<file path="src/cst_pkg.sv">
// Shared constants and types of the crypto self-test sequencer.
// Assumes one 20 MHz clock and a synchronous active-low reset.
package cst_pkg;
	localparam int ID_W     = 8;
	localparam int KAT_NUM  = 12;
	localparam int COND_NUM = 2;
	localparam int DATA_W   = 8;

	// Reflected CRC-32 over the image bytes
	localparam logic [31:0] CRC_INIT   = 32'hFFFF_FFFF;
	localparam logic [31:0] CRC_POLY   = 32'hEDB8_8320;
	localparam logic [31:0] CRC_XOROUT = 32'hFFFF_FFFF;

	localparam logic IMG_PRIMARY  = 1'h0;
	localparam logic IMG_FALLBACK = 1'h1;

	localparam logic [1:0] LED_RED   = 2'h1;
	localparam logic [1:0] LED_AMBER = 2'h2;
	localparam logic [1:0] LED_GREEN = 2'h3;

	localparam logic [1:0] LOG_NONE      = 2'h0;
	localparam logic [1:0] LOG_COND_PASS = 2'h1;
	localparam logic [1:0] LOG_FWLOAD    = 2'h2;

	typedef enum logic [3:0] {
		S_OFF       = 4'b0000,
		S_CRC       = 4'b0001,
		S_CRC_FB    = 4'b0010,
		S_BOOT_FAIL = 4'b0011,
		S_KAT       = 4'b0100,
		S_COND      = 4'b0101,
		S_OPER      = 4'b0110,
		S_SOFT      = 4'b0111,
		S_FATAL     = 4'b1000
	} cst_state_t;
endpackage : cst_pkg

</file>
<file path="src/cst_crc32.sv">
// Byte-serial CRC-32 accumulator for the firmware image check.
// Assumes bytes come from a flash reader on the same clock.
`timescale 1ns/1ps
module cst_crc32 (
	input  wire logic        clk,
	input  wire logic        rst_b,
	input  wire logic        clr,
	input  wire logic        en,
	input  wire logic [7:0]  data,
	output logic      [31:0] crc
);
	typedef struct packed {
		logic [31:0] acc;
	} cst_crc_t;

	cst_crc_t q;
	cst_crc_t d;

	function automatic logic [31:0] cst_crc_byte(input logic [31:0] c, input logic [7:0] b);
		logic [31:0] r;
		r = c ^ {24'h00_0000, b};
		for (int i = 0; i < 8; i++) begin
			r = r[0] ? ((r >> 1) ^ cst_pkg::CRC_POLY) : (r >> 1);
		end
		return r;
	endfunction : cst_crc_byte

	always_comb begin
		d = q;
		if (clr) begin
			d.acc = cst_pkg::CRC_INIT;
		end else if (en) begin
			d.acc = cst_crc_byte(q.acc, data);
		end
	end

	always_ff @(posedge clk) begin
		if (!rst_b) begin
			q.acc <= cst_pkg::CRC_INIT;
		end else begin
			q <= d;
		end
	end

	assign crc = q.acc ^ cst_pkg::CRC_XOROUT;
endmodule : cst_crc32

</file>
<file path="src/cst_seq.sv">
// Self-test and error-state sequencer of the cryptographic radio module.
// Assumes algorithm engines answer test_start with one test_done pulse later,
// and that the image reader streams bytes while img_rd is high.
// Operation
// - After power-up or reset all self-tests and then conditional tests run unaided.
// - The data output is blocked while tests run and while any error state holds.
// - No cryptographic use is enabled before every known-answer test has passed.
// - A failed known-answer test enters the fatal state, left only by a restart.
// - In the fatal state only the plain error page is served, naming the failed test.
// - Passing all known-answer tests moves the device towards its working state.
// - The mode indicator shows green, amber or red for approved, pending, non-approved.
// - A failed run-time conditional test other than firmware load is fatal.
// - A firmware-load failure enters a soft error state that reruns the known-answer tests.
// - A passing rerun logs the original cause and returns to operation.
// - The network interface stays up in the fatal state.
// - Passing power-up conditional tests ends boot; a failure is fatal.
// - Each passing conditional test is written to the log, run-time ones only in S_OPER without a same-cycle failure.
// - A power cycle or reset request restarts the whole self-test sequence.
`timescale 1ns/1ps
module cst_seq #(
	parameter int KAT_NUM  = cst_pkg::KAT_NUM,
	parameter int COND_NUM = cst_pkg::COND_NUM,
	parameter int DW       = cst_pkg::DATA_W
) (
	input  wire logic                    clk,
	input  wire logic                    rst_b,
	input  wire logic                    main_power_switch,
	input  wire logic                    reset_req,
	input  wire logic                    img_valid,
	input  wire logic                    img_last,
	input  wire logic [7:0]              img_byte,
	input  wire logic [31:0]             img_crc_ref,
	input  wire logic                    test_done,
	input  wire logic                    test_pass,
	input  wire logic                    cond_pass,
	input  wire logic                    cond_fail,
	input  wire logic [cst_pkg::ID_W-1:0] cond_id,
	input  wire logic                    fwload_fail,
	input  wire logic [cst_pkg::ID_W-1:0] fwload_code,
	input  wire logic                    cfg_approved,
	input  wire logic                    cfg_pending,
	input  wire logic [DW-1:0]           din,
	input  wire logic                    din_valid,
	output logic                         img_rd,
	output logic                         img_sel,
	output logic                         test_start,
	output logic      [cst_pkg::ID_W-1:0] test_id,
	output logic      [DW-1:0]           dout,
	output logic                         dout_valid,
	output logic                         crypto_en,
	output logic                         eth_en,
	output logic                         http_only,
	output logic                         fatal,
	output logic      [cst_pkg::ID_W-1:0] err_test_id,
	output logic      [1:0]              approved_mode_indicator,
	output logic                         log_valid,
	output logic      [1:0]              log_kind,
	output logic      [cst_pkg::ID_W-1:0] log_id
);
	localparam int IW = cst_pkg::ID_W;
	localparam logic [IW-1:0] KAT_LAST = IW'(KAT_NUM - 1);
	localparam logic [IW-1:0] ALL_LAST = IW'(KAT_NUM + COND_NUM - 1);

	typedef struct packed {
		cst_pkg::cst_state_t st;
		logic [IW-1:0]       tid;
		logic                busy;
		logic                start;
		logic                img_rd;
		logic                img_sel;
		logic                img_end;
		logic [IW-1:0]       cause;
		logic [IW-1:0]       err_id;
		logic                log_v;
		logic [1:0]          log_k;
		logic [IW-1:0]       log_id;
		logic                dout_en;
		logic                crypto_en;
		logic                http_only;
		logic                eth_en;
		logic                fatal;
		logic [1:0]          led;
		logic                dv;
		logic [DW-1:0]       dd;
	} cst_reg_t;

	cst_reg_t    q;
	cst_reg_t    d;
	logic        pwr_on;
	logic        restart;
	logic [31:0] crc_val;
	logic        test_run;

	cst_sync #(
		.W(1)
	) u_pwr_sync (
		.clk      (clk),
		.rst_b    (rst_b),
		.async_in (main_power_switch),
		.sync_out (pwr_on)
	);

	cst_crc32 u_crc (
		.clk   (clk),
		.rst_b (rst_b),
		.clr   (!q.img_rd),
		.en    (q.img_rd && img_valid),
		.data  (img_byte),
		.crc   (crc_val)
	);

	// Switch-off or a reset request both count as a power cycle
	assign restart  = reset_req || !pwr_on;
	assign test_run = q.st == cst_pkg::S_KAT || q.st == cst_pkg::S_COND
		|| q.st == cst_pkg::S_SOFT;

	always_comb begin
		d       = q;
		d.start = 1'b0;
		d.log_v = 1'b0;
		d.log_k = cst_pkg::LOG_NONE;
		case (q.st)
			cst_pkg::S_OFF: begin
				d.st      = cst_pkg::S_CRC;
				d.img_sel = cst_pkg::IMG_PRIMARY;
				d.img_rd  = 1'b1;
				d.img_end = 1'b0;
			end
			cst_pkg::S_CRC, cst_pkg::S_CRC_FB: begin
				if (q.img_rd && img_valid && img_last) begin
					d.img_rd  = 1'b0;
					d.img_end = 1'b1;
				end
				// Compare one cycle after the last byte, once the CRC has settled
				if (q.img_end) begin
					d.img_end = 1'b0;
					if (crc_val == img_crc_ref) begin
						d.st   = cst_pkg::S_KAT;
						d.tid  = '0;
						d.busy = 1'b0;
					end else if (q.st == cst_pkg::S_CRC) begin
						d.st      = cst_pkg::S_CRC_FB;
						d.img_sel = cst_pkg::IMG_FALLBACK;
						d.img_rd  = 1'b1;
					end else begin
						d.st = cst_pkg::S_BOOT_FAIL;
					end
				end
			end
			cst_pkg::S_KAT, cst_pkg::S_COND, cst_pkg::S_SOFT: begin
				if (!q.busy) begin
					d.start = 1'b1;
					d.busy  = 1'b1;
				end else if (test_done) begin
					d.busy = 1'b0;
					d.tid  = q.tid + 1'b1;
					if (!test_pass) begin
						d.st     = cst_pkg::S_FATAL;
						d.err_id = q.tid;
					end else if (q.st == cst_pkg::S_KAT) begin
						if (q.tid == KAT_LAST) begin
							d.st = cst_pkg::S_COND;
						end
					end else if (q.st == cst_pkg::S_COND) begin
						d.log_v  = 1'b1;
						d.log_k  = cst_pkg::LOG_COND_PASS;
						d.log_id = q.tid;
						if (q.tid == ALL_LAST) begin
							d.st = cst_pkg::S_OPER;
						end
					end else if (q.tid == KAT_LAST) begin
						d.st     = cst_pkg::S_OPER;
						d.log_v  = 1'b1;
						d.log_k  = cst_pkg::LOG_FWLOAD;
						d.log_id = q.cause;
					end
				end
			end
			cst_pkg::S_OPER: begin
				// A hard failure outranks a firmware-load failure in the same cycle
				if (cond_fail) begin
					d.st     = cst_pkg::S_FATAL;
					d.err_id = cond_id;
				end else if (fwload_fail) begin
					d.st    = cst_pkg::S_SOFT;
					d.cause = fwload_code;
					d.tid   = '0;
					d.busy  = 1'b0;
				end else if (cond_pass) begin
					d.log_v  = 1'b1;
					d.log_k  = cst_pkg::LOG_COND_PASS;
					d.log_id = cond_id;
				end
			end
			cst_pkg::S_BOOT_FAIL, cst_pkg::S_FATAL: begin
				d.st = q.st;
			end
			default: begin
				d.st = cst_pkg::S_OFF;
			end
		endcase
		if (restart) begin
			d.st      = cst_pkg::S_OFF;
			d.busy    = 1'b0;
			d.start   = 1'b0;
			d.img_rd  = 1'b0;
			d.img_end = 1'b0;
		end
		// Outputs follow the next state so they leave flip-flops aligned with it
		d.dout_en   = d.st == cst_pkg::S_OPER;
		d.crypto_en = d.st == cst_pkg::S_COND || d.st == cst_pkg::S_OPER;
		d.fatal     = d.st == cst_pkg::S_FATAL;
		d.http_only = d.st == cst_pkg::S_FATAL;
		// Soft error shuts every interface; fatal keeps the link for the error page
		d.eth_en = d.st == cst_pkg::S_OPER || d.st == cst_pkg::S_FATAL;
		if (d.st != cst_pkg::S_OPER) begin
			d.led = cst_pkg::LED_RED;
		end else if (cfg_approved) begin
			d.led = cst_pkg::LED_GREEN;
		end else if (cfg_pending) begin
			d.led = cst_pkg::LED_AMBER;
		end else begin
			d.led = cst_pkg::LED_RED;
		end
		d.dv = din_valid && d.dout_en;
		d.dd = d.dv ? din : '0;
	end

	always_ff @(posedge clk) begin
		if (!rst_b) begin
			q     <= '0;
			q.led <= cst_pkg::LED_RED;
		end else begin
			q <= d;
		end
	end

	assign img_rd                  = q.img_rd;
	assign img_sel                 = q.img_sel;
	assign test_start              = q.start;
	assign test_id                 = q.tid;
	assign dout                    = q.dd;
	assign dout_valid              = q.dv;
	assign crypto_en               = q.crypto_en;
	assign eth_en                  = q.eth_en;
	assign http_only               = q.http_only;
	assign fatal                   = q.fatal;
	assign err_test_id             = q.err_id;
	assign approved_mode_indicator = q.led;
	assign log_valid               = q.log_v;
	assign log_kind                = q.log_k;
	assign log_id                  = q.log_id;
endmodule : cst_seq

</file>
<file path="src/cst_sync.sv">
// Two-stage synchroniser for levels arriving from pins.
// Assumes the input is a slow level; pulses shorter than one clock may be lost.
`timescale 1ns/1ps
module cst_sync #(
	parameter int W = 1
) (
	input  wire logic         clk,
	input  wire logic         rst_b,
	input  wire logic [W-1:0] async_in,
	output logic      [W-1:0] sync_out
);
	typedef struct packed {
		logic [W-1:0] meta;
		logic [W-1:0] stable;
	} cst_sync_t;

	cst_sync_t q;
	cst_sync_t d;

	always_comb begin
		d.meta   = async_in;
		d.stable = q.meta;
	end

	always_ff @(posedge clk) begin
		if (!rst_b) begin
			q <= '0;
		end else begin
			q <= d;
		end
	end

	assign sync_out = q.stable;
endmodule : cst_sync

</file>
<file path="config.mk">
export PLATFORM = sky130hd
export DESIGN_NAME = cst_seq
export DESIGN_NICKNAME = d
export VERILOG_FILES = /design/src/cst_pkg.sv /design/src/cst_crc32.sv /design/src/cst_seq.sv /design/src/cst_sync.sv
export SDC_FILE = /design/constraint.sdc
export NUM_CORES = 1
export LEC_CHECK = 0
export ABC_CLOCK_PERIOD_IN_PS = 2200
export BUFFER_PORTS_ARGS = -buffer_cell sky130_fd_sc_hd__buf_4
export CORE_ASPECT_RATIO = 2
export CORE_UTILIZATION = 41
export DETAILED_ROUTE_END_ITERATION = 10
export GPL_ROUTABILITY_DRIVEN = 1
export PLACE_DENSITY_LB_ADDON = 0.2
export SYNTH_ARGS = -nofsm -noshare
export SYNTH_HDL_FRONTEND = slang
export SYNTH_SLANG_ARGS = --single-unit
</file>
<file path="constraint.sdc">
create_clock -name clk -period 2.2 [get_ports clk]
set_input_delay 0.33 -clock clk [delete_from_list [all_inputs] [get_ports clk]]
set_output_delay 0.33 -clock clk [all_outputs]
set_load 0.005 [all_outputs]
</file>
== Word level (Yosys, flattened, before mapping) ==
Index checks and enable logic that the tools add are counted.
W data, S select, Z words.

* Bits in registers: 92
* Bits of input ports: 78
* Output and inout bits: 45
* Logic and storage cells: 140

* Add/sub/neg operators: 1
* Equality and inequality tests: 30
* Multiplexer cells: 48
* Bitwise logic cells: 13
* Reduce and logical (&&, ||, !) cells: 26

{| class="wikitable"
|+ Operator list
! kind !! number
|-
| $mux W32 || 8
|-
| $not A13 Y14 || 8
|-
| $mux W11 || 7
|-
| $mux W13 || 3
|-
| $mux W19 || 2
|-
| $pmux W19 S2 || 1
|-
| $mux W4 || 9
|-
| $eq A32 B32 Y1 || 1
|-
| $not A32 Y32 || 1
|-
| $xor A32 B8 Y32 || 1
|-
| $ne A2 B2 Y1 const B || 14
|-
| $pmux W9 S3 || 1
|-
| $eq A4 B3 Y1 const B || 6
|-
| $pmux W4 S5 || 1
|-
| $mux W9 || 2
|-
| $eq A8 B4 Y1 const B || 2
|-
| $mux W8 || 2
|-
| $mux W12 || 1
|-
| $reduce_and A5 Y1 || 2
|-
| $reduce_and A9 Y1 || 1
|-
| $reduce_or A3 Y1 || 3
|-
| $add A8 B1 Y8 const B || 1
|-
| $eq A4 B2 Y1 const B || 2
|-
| $eq A4 B4 Y1 const B || 2
|-
| other kinds (19) || 37
|}

== Logic depth before layout (Yosys ltp) ==
* Depth after elaboration: 17
* Gate-level depth with buffers: 9
* Gate-level depth less buffers: 8

== Cells and area by module ==
From an unflattened synthesis, not the netlist that was laid out.

* Cells, all modules: 618
* Area total of the unflattened synthesis: 5417.7 um^2

{| class="wikitable"
|+ By module, submodules not included
! module !! instances !! cells an instance !! area an instance (um^2) !! sequential area each (um^2)
|-
| cst_seq || 1 || 400 || 3375.7 || 1161.1
|-
| cst_crc32 || 1 || 214 || 1989.4 || 640.6
|-
| cst_sync || 1 || 4 || 52.6 || 40.0
|}

== Worst setup path before layout ==
No wires, ideal clock.

* Path kind: register to register
* Start: register q (netlist bit test_id[0])
* End: register q (netlist bit approved_mode_indicator[0])
* Setup time: 135 ps
* Arrival time: 2208 ps
* Data required time: 2065 ps
* Slack: -143 ps
* Cell stages (with the launch flop): 8
* Buffers on the path: 0
* Clock period less this slack: 2343 ps
* Cells stage by stage: dfxtp_1 > ha_1 > nor2b_1 > a41oi_1 > a2111oi_0 > a41oi_1 > a211o_1 > or4b_1

* Cells in the longest elaborated chain, start to end: 11
* Elaborated cells between the ends (all ways): 14
* Classes of those cells: 3 x eq/ne; 10 x mux; 1 x reduce/logical

{| class="wikitable"
|+ Ends and longest elaborated chain
! item !! line !! source
|-
| start: declaration || cst_seq.sv:87 || <nowiki>cst_reg_t q;</nowiki>
|-
| $eq A8 B4 Y1, on equally long branches || cst_seq.sv:161, cst_seq.sv:171, cst_seq.sv:168 ||
|-
| $mux W4, on equally long branches || cst_seq.sv:171, cst_seq.sv:168 ||
|-
| $mux W4 || cst_seq.sv:164 || <nowiki>end else if (q.st == cst_pkg::S_COND) begin</nowiki>
|-
| $mux W4 * || cst_seq.sv:160 || <nowiki>end else if (q.st == cst_pkg::S_KAT) begin</nowiki>
|-
| $mux W4 * || cst_seq.sv:157 || <nowiki>if (!test_pass) begin</nowiki>
|-
| $mux W13 * || cst_seq.sv:154 || <nowiki>end else if (test_done) begin</nowiki>
|-
| $mux W12 * || cst_seq.sv:151 || <nowiki>if (!q.busy) begin</nowiki>
|-
| $pmux W4 S5 * || cst_seq.sv:122 || <nowiki>case (q.st)</nowiki>
|-
| $mux W4 * || cst_seq.sv:202 || <nowiki>if (restart) begin</nowiki>
|-
| $ne A4 B3 Y1 * || cst_seq.sv:216 || <nowiki>if (d.st != cst_pkg::S_OPER) begin</nowiki>
|-
| $reduce_or A3 Y1 (no line) * || - ||
|}

Mark *: on every way between the ends. The rest lies on a longest branch, timed or not. The select of a mux whose other input is x is not followed.
A chain may end at the register's enable or synchronous reset.

== Worst setup path after layout ==
* Start: register u_crc.q[19] (netlist name)
* End: register q (netlist bit approved_mode_indicator[0])

* Cells in the longest elaborated chain, start to end: 8

{| class="wikitable"
|+ Ends and longest elaborated chain
! item !! line !! source
|-
| start: declaration || cst_crc32.sv:16 || <nowiki>cst_crc_t q;</nowiki>
|-
| $not A32 Y32 (no line) || - ||
|-
| $eq A32 B32 Y1 || cst_seq.sv:137 || <nowiki>if (crc_val == img_crc_ref) begin</nowiki>
|-
| $mux W4 || cst_seq.sv:137 ||
|-
| $mux W13 || cst_seq.sv:135 || <nowiki>if (q.img_end) begin</nowiki>
|-
| $pmux W4 S5 || cst_seq.sv:122 ||
|-
| $mux W4 || cst_seq.sv:202 ||
|-
| $ne A4 B3 Y1 || cst_seq.sv:216 ||
|-
| $reduce_or A3 Y1 (no line) || - ||
|}

Every way passes these cells. The select of a mux whose other input is x is not followed.

==> results.py <==
metrics = {
    "timing": {
        "setup_viol": 2,
        "rsz0062_at_grt": "yes",
        "layout_setup_ws_ns": -0.0561,
        "maxSlewViolCount": 0,
        "tns_ns": -0.0902,
        "hold_violations": 0,
        "timing.final.crit_period_ns": 2.26,
        "fin_worst_skew_ns": 0.0103,
        "max_clock_freq_ghz": 0.443,
        "fin_crit_sh_pct": 103,
        "slew_headroom_pct": 64.0,
        "max_slew.worst_pin.slew_ns": 0.539,
    },
    "floorplan": {
        "ios": 123,
        "die_area_um2": 13100,
        "rows": 57,
        "die_height_um": 161,
        "start_util_pct": 42.3,
        "core-area_um2": 12200,
        "die_w_um": 81.3,
    },
    "power_and_ir_drop": {
        "ir_worst_vdd_mv": 0.358,
        "power_density_nw_per_um2": 550,
        "total_leakage_power_nw": 2.93,
    },
    "yosys": {
        "synth.most_common_cell": "dfxtp_1",
        "syn-num-nets": 699,
        "synth_area_um2": 5160,
        "synth_top_area_share_pct": 35.7,
        "synth_edf_count": 0,
        "ys_top_cells_by_area": "dfxtp_1, xor2_1, xnor2_1",
        "async_reset_ff_share_pct": 0,
        "synth.avg_cell_area_um2": 8.34,
        "synth_common_cells": "dfxtp_1, nand2_1, xor2_1, nor2_1, xnor2_1",
        "synth_top_area_cell": "dfxtp_1",
        "ys_ff_latch": 92,
        "synth_cells": 619,
        "yosysSeqAreaShare_pct": 35.7,
        "yosys_most_used_dff": "dfxtp_1",
        "ys.warnings.count": 0,
        "ys_types": 52,
    },
    "route": {
        "avgViaCountPerCell": 5.24,
        "post_drt_wl_per_cell_um": 16.9,
        "via_count": 4919,
        "first_iter_violations": 202,
        "ant_nets": 0,
        "drt-pass1-iter-count": 5,
        "drc_errors": 0,
        "wirelength_mm": 15.9,
    },
    "layout": {
        "drive_gt1_share_pct": 36.5,
        "fin_area_um2": 7180,
        "final_nets": 868,
        "area_growth_pct": 39.0,
        "antenna_cells": 0,
    },
    "outcome": {
        "status": "finished, violations left",
        "violations": "setup timing",
    },
    "placed_design": {
        "place_congestion": 0.923,
        "placed_cell_area_um2": 6640,
        "io_buffers": 122,
        "hpwl_mm": 12.7,
    },
    "worst_setup_path": {
        "path_class": "reg2reg",
        "worstPathRequired_ns": 2.41,
        "cp-startpoint": "u_crc.q[19]",
        "critical_path.slowest_cell": "or4b_1",
        "crit_fanout": 4,
        "end_kind": "flip-flop",
        "crit_path_start_kind": "flip-flop",
        "arrival_ns": 2.46,
        "worstPathCellList": "xor2_1 -> nand4_1 -> nor4_4 -> buf_4 -> a21oi_1 -> a211o_1 -> or4b_1",
        "reg2reg_slack_ns": -0.06,
        "critPathMaxStageDelay_ns": 0.46,
        "worstReg2RegStart": "u_crc.q[19]",
    },
    "grt": {
        "overflow": 0,
        "antenna_found_initial": 0,
        "track_usage_pct": 25.1,
        "grt_pass1_wl_mm": 24.7,
        "grt_pass1_vias": 5114,
        "grt_max_degree": 33,
    },
    "clock_network": {
        "cts_tree": "done",
        "clk_pin_slew_ns": 0.06,
        "cts.path.max_buffers": 2,
        "cts_inserted_buffers": 9,
        "cts_root_buf": "clkbuf_16",
        "htree_levels": 3,
        "cts_hold_buf": 0,
        "insertion_delay_ns": 0.34,
        "clkSinkCount": 92,
    },
    "min_path": {
        "hp-start": "main_power_switch",
        "min_path_type": "in2reg",
    },
    "run": {
        "maxCapViolations": 0,
    },
}
-- metrics by stage --
step           instances  worst slack [ns]  hold slack, ns  power [mW]  util, %
5_1_grt              939            -0.107           0.209        4.09     58.9
4_1_cts              937           -0.0590           0.199        3.98     57.9
3_3_place_gp         918            -0.131           0.419        2.28     54.5
2_1_floorplan        619          0.000124           0.412        2.04        -
6_report             939           -0.0561           0.204        3.94     58.9
3_5_place_dp         918            -0.165           0.426        2.29     54.5
-- layout by cell type, fill, tap and decap left out, types with 5 or more instances in the layout --
master / instances
a211oi_1: 10
a21o_1: 6
a21oi_1: 24
a22oi_1: 8
a31oi_1: 11
and2_1: 5
buf_4: 224
clkbuf_16: 9
dfxtp_1: 78
dfxtp_2: 14
inv_1: 13
mux2i_1: 10
nand2_1: 79
nand2b_1: 6
nand3_1: 12
nand4_1: 10
nor2_1: 44
nor3_1: 15
o21ai_0: 34
xnor2_1: 44
xnor2_2: 5
xor2_1: 51
-- per-layer routing --
metal  track usage [%]  vias up  routed length [µm]
met1              22.1     2285                5220
met3              3.75       53                 625
met2              48.6      152                9060
li1                  -     2429                   -
met5                 0        -                   0
met4              17.0        0                1010
-- where the power goes --
part / switching (mW) / internal (mW) / total [mW]
combinational: 0.281 / 0.306 / 0.587
clock: 0.658 / 1.03 / 1.68
sequential: 0.00323 / 1.67 / 1.67
-- kinds of logic (layout without fill, tap and decap cells) --
| kind of cell | after synthesis | in the layout | share of synthesized area, % |
|---|---|---|---|
| compound gates | 125 | 125 | 15.4 |
| xor+xnor | 105 | 105 | 19.2 |
| fa+ha+maj | 2 | 2 | 0.485 |
| buf+inv | 82 | 255 | 8.68 |
| flops | 92 | 92 | 35.7 |
| mux | 10 | 10 | 1.94 |
| simple gates | 203 | 203 | 18.6 |
-- path summary, 6_finish.rpt --
check                                                  end  depth (start not counted)
worst max-delay path            approved_mode_indicator[0]                          7
worst min-delay path                       u_pwr_sync.d[0]                          2
worst max register to register  approved_mode_indicator[0]                          7
worst min register to register         u_pwr_sync.sync_out                          1
-- flip-flops by register name (all words and copies together) (netlist names), 2 cells and up --
| register | flops |
|---|---|
| u_crc.q | 32 |
| log_kind | 2 |
| test_id | 8 |
| err_test_id | 8 |
| approved_mode_indicator | 2 |
| q | 14 |
| log_id | 8 |
| dout | 8 |
-- cell type report --
cell class,instances,area (µm²)
Fill cell,1111,5020
Multi-Input combinational cell,445,3040
Sequential cell,92,1860
Timing Repair Buffer,227,1720
Clock buffer,10,239
Tap cell,147,184
Clock inverter,5,85.1
Inverter,13,48.8
-- critical path: cells and delay by family, from the launching register on --
family | cells | cell delay [ns]
DFF | 1 | 0.39
and+or+nand+nor | 3 | 1.06
AOI/OAI and AO/OA | 2 | 0.32
xor gates and xnor gates | 1 | 0.16
buffers and inverters | 1 | 0.18
-- what timing repair did --
action                                  4_1_cts  5_1_grt
buffers inserted                              4        2
endpoints found under the hold margin         0        0
endpoints found under the setup margin       10       23
pin swaps                                    16       11
cloned                                        0        0
resized for setup                            15       25
Note: power is estimated with default switching activity, not from simulation.
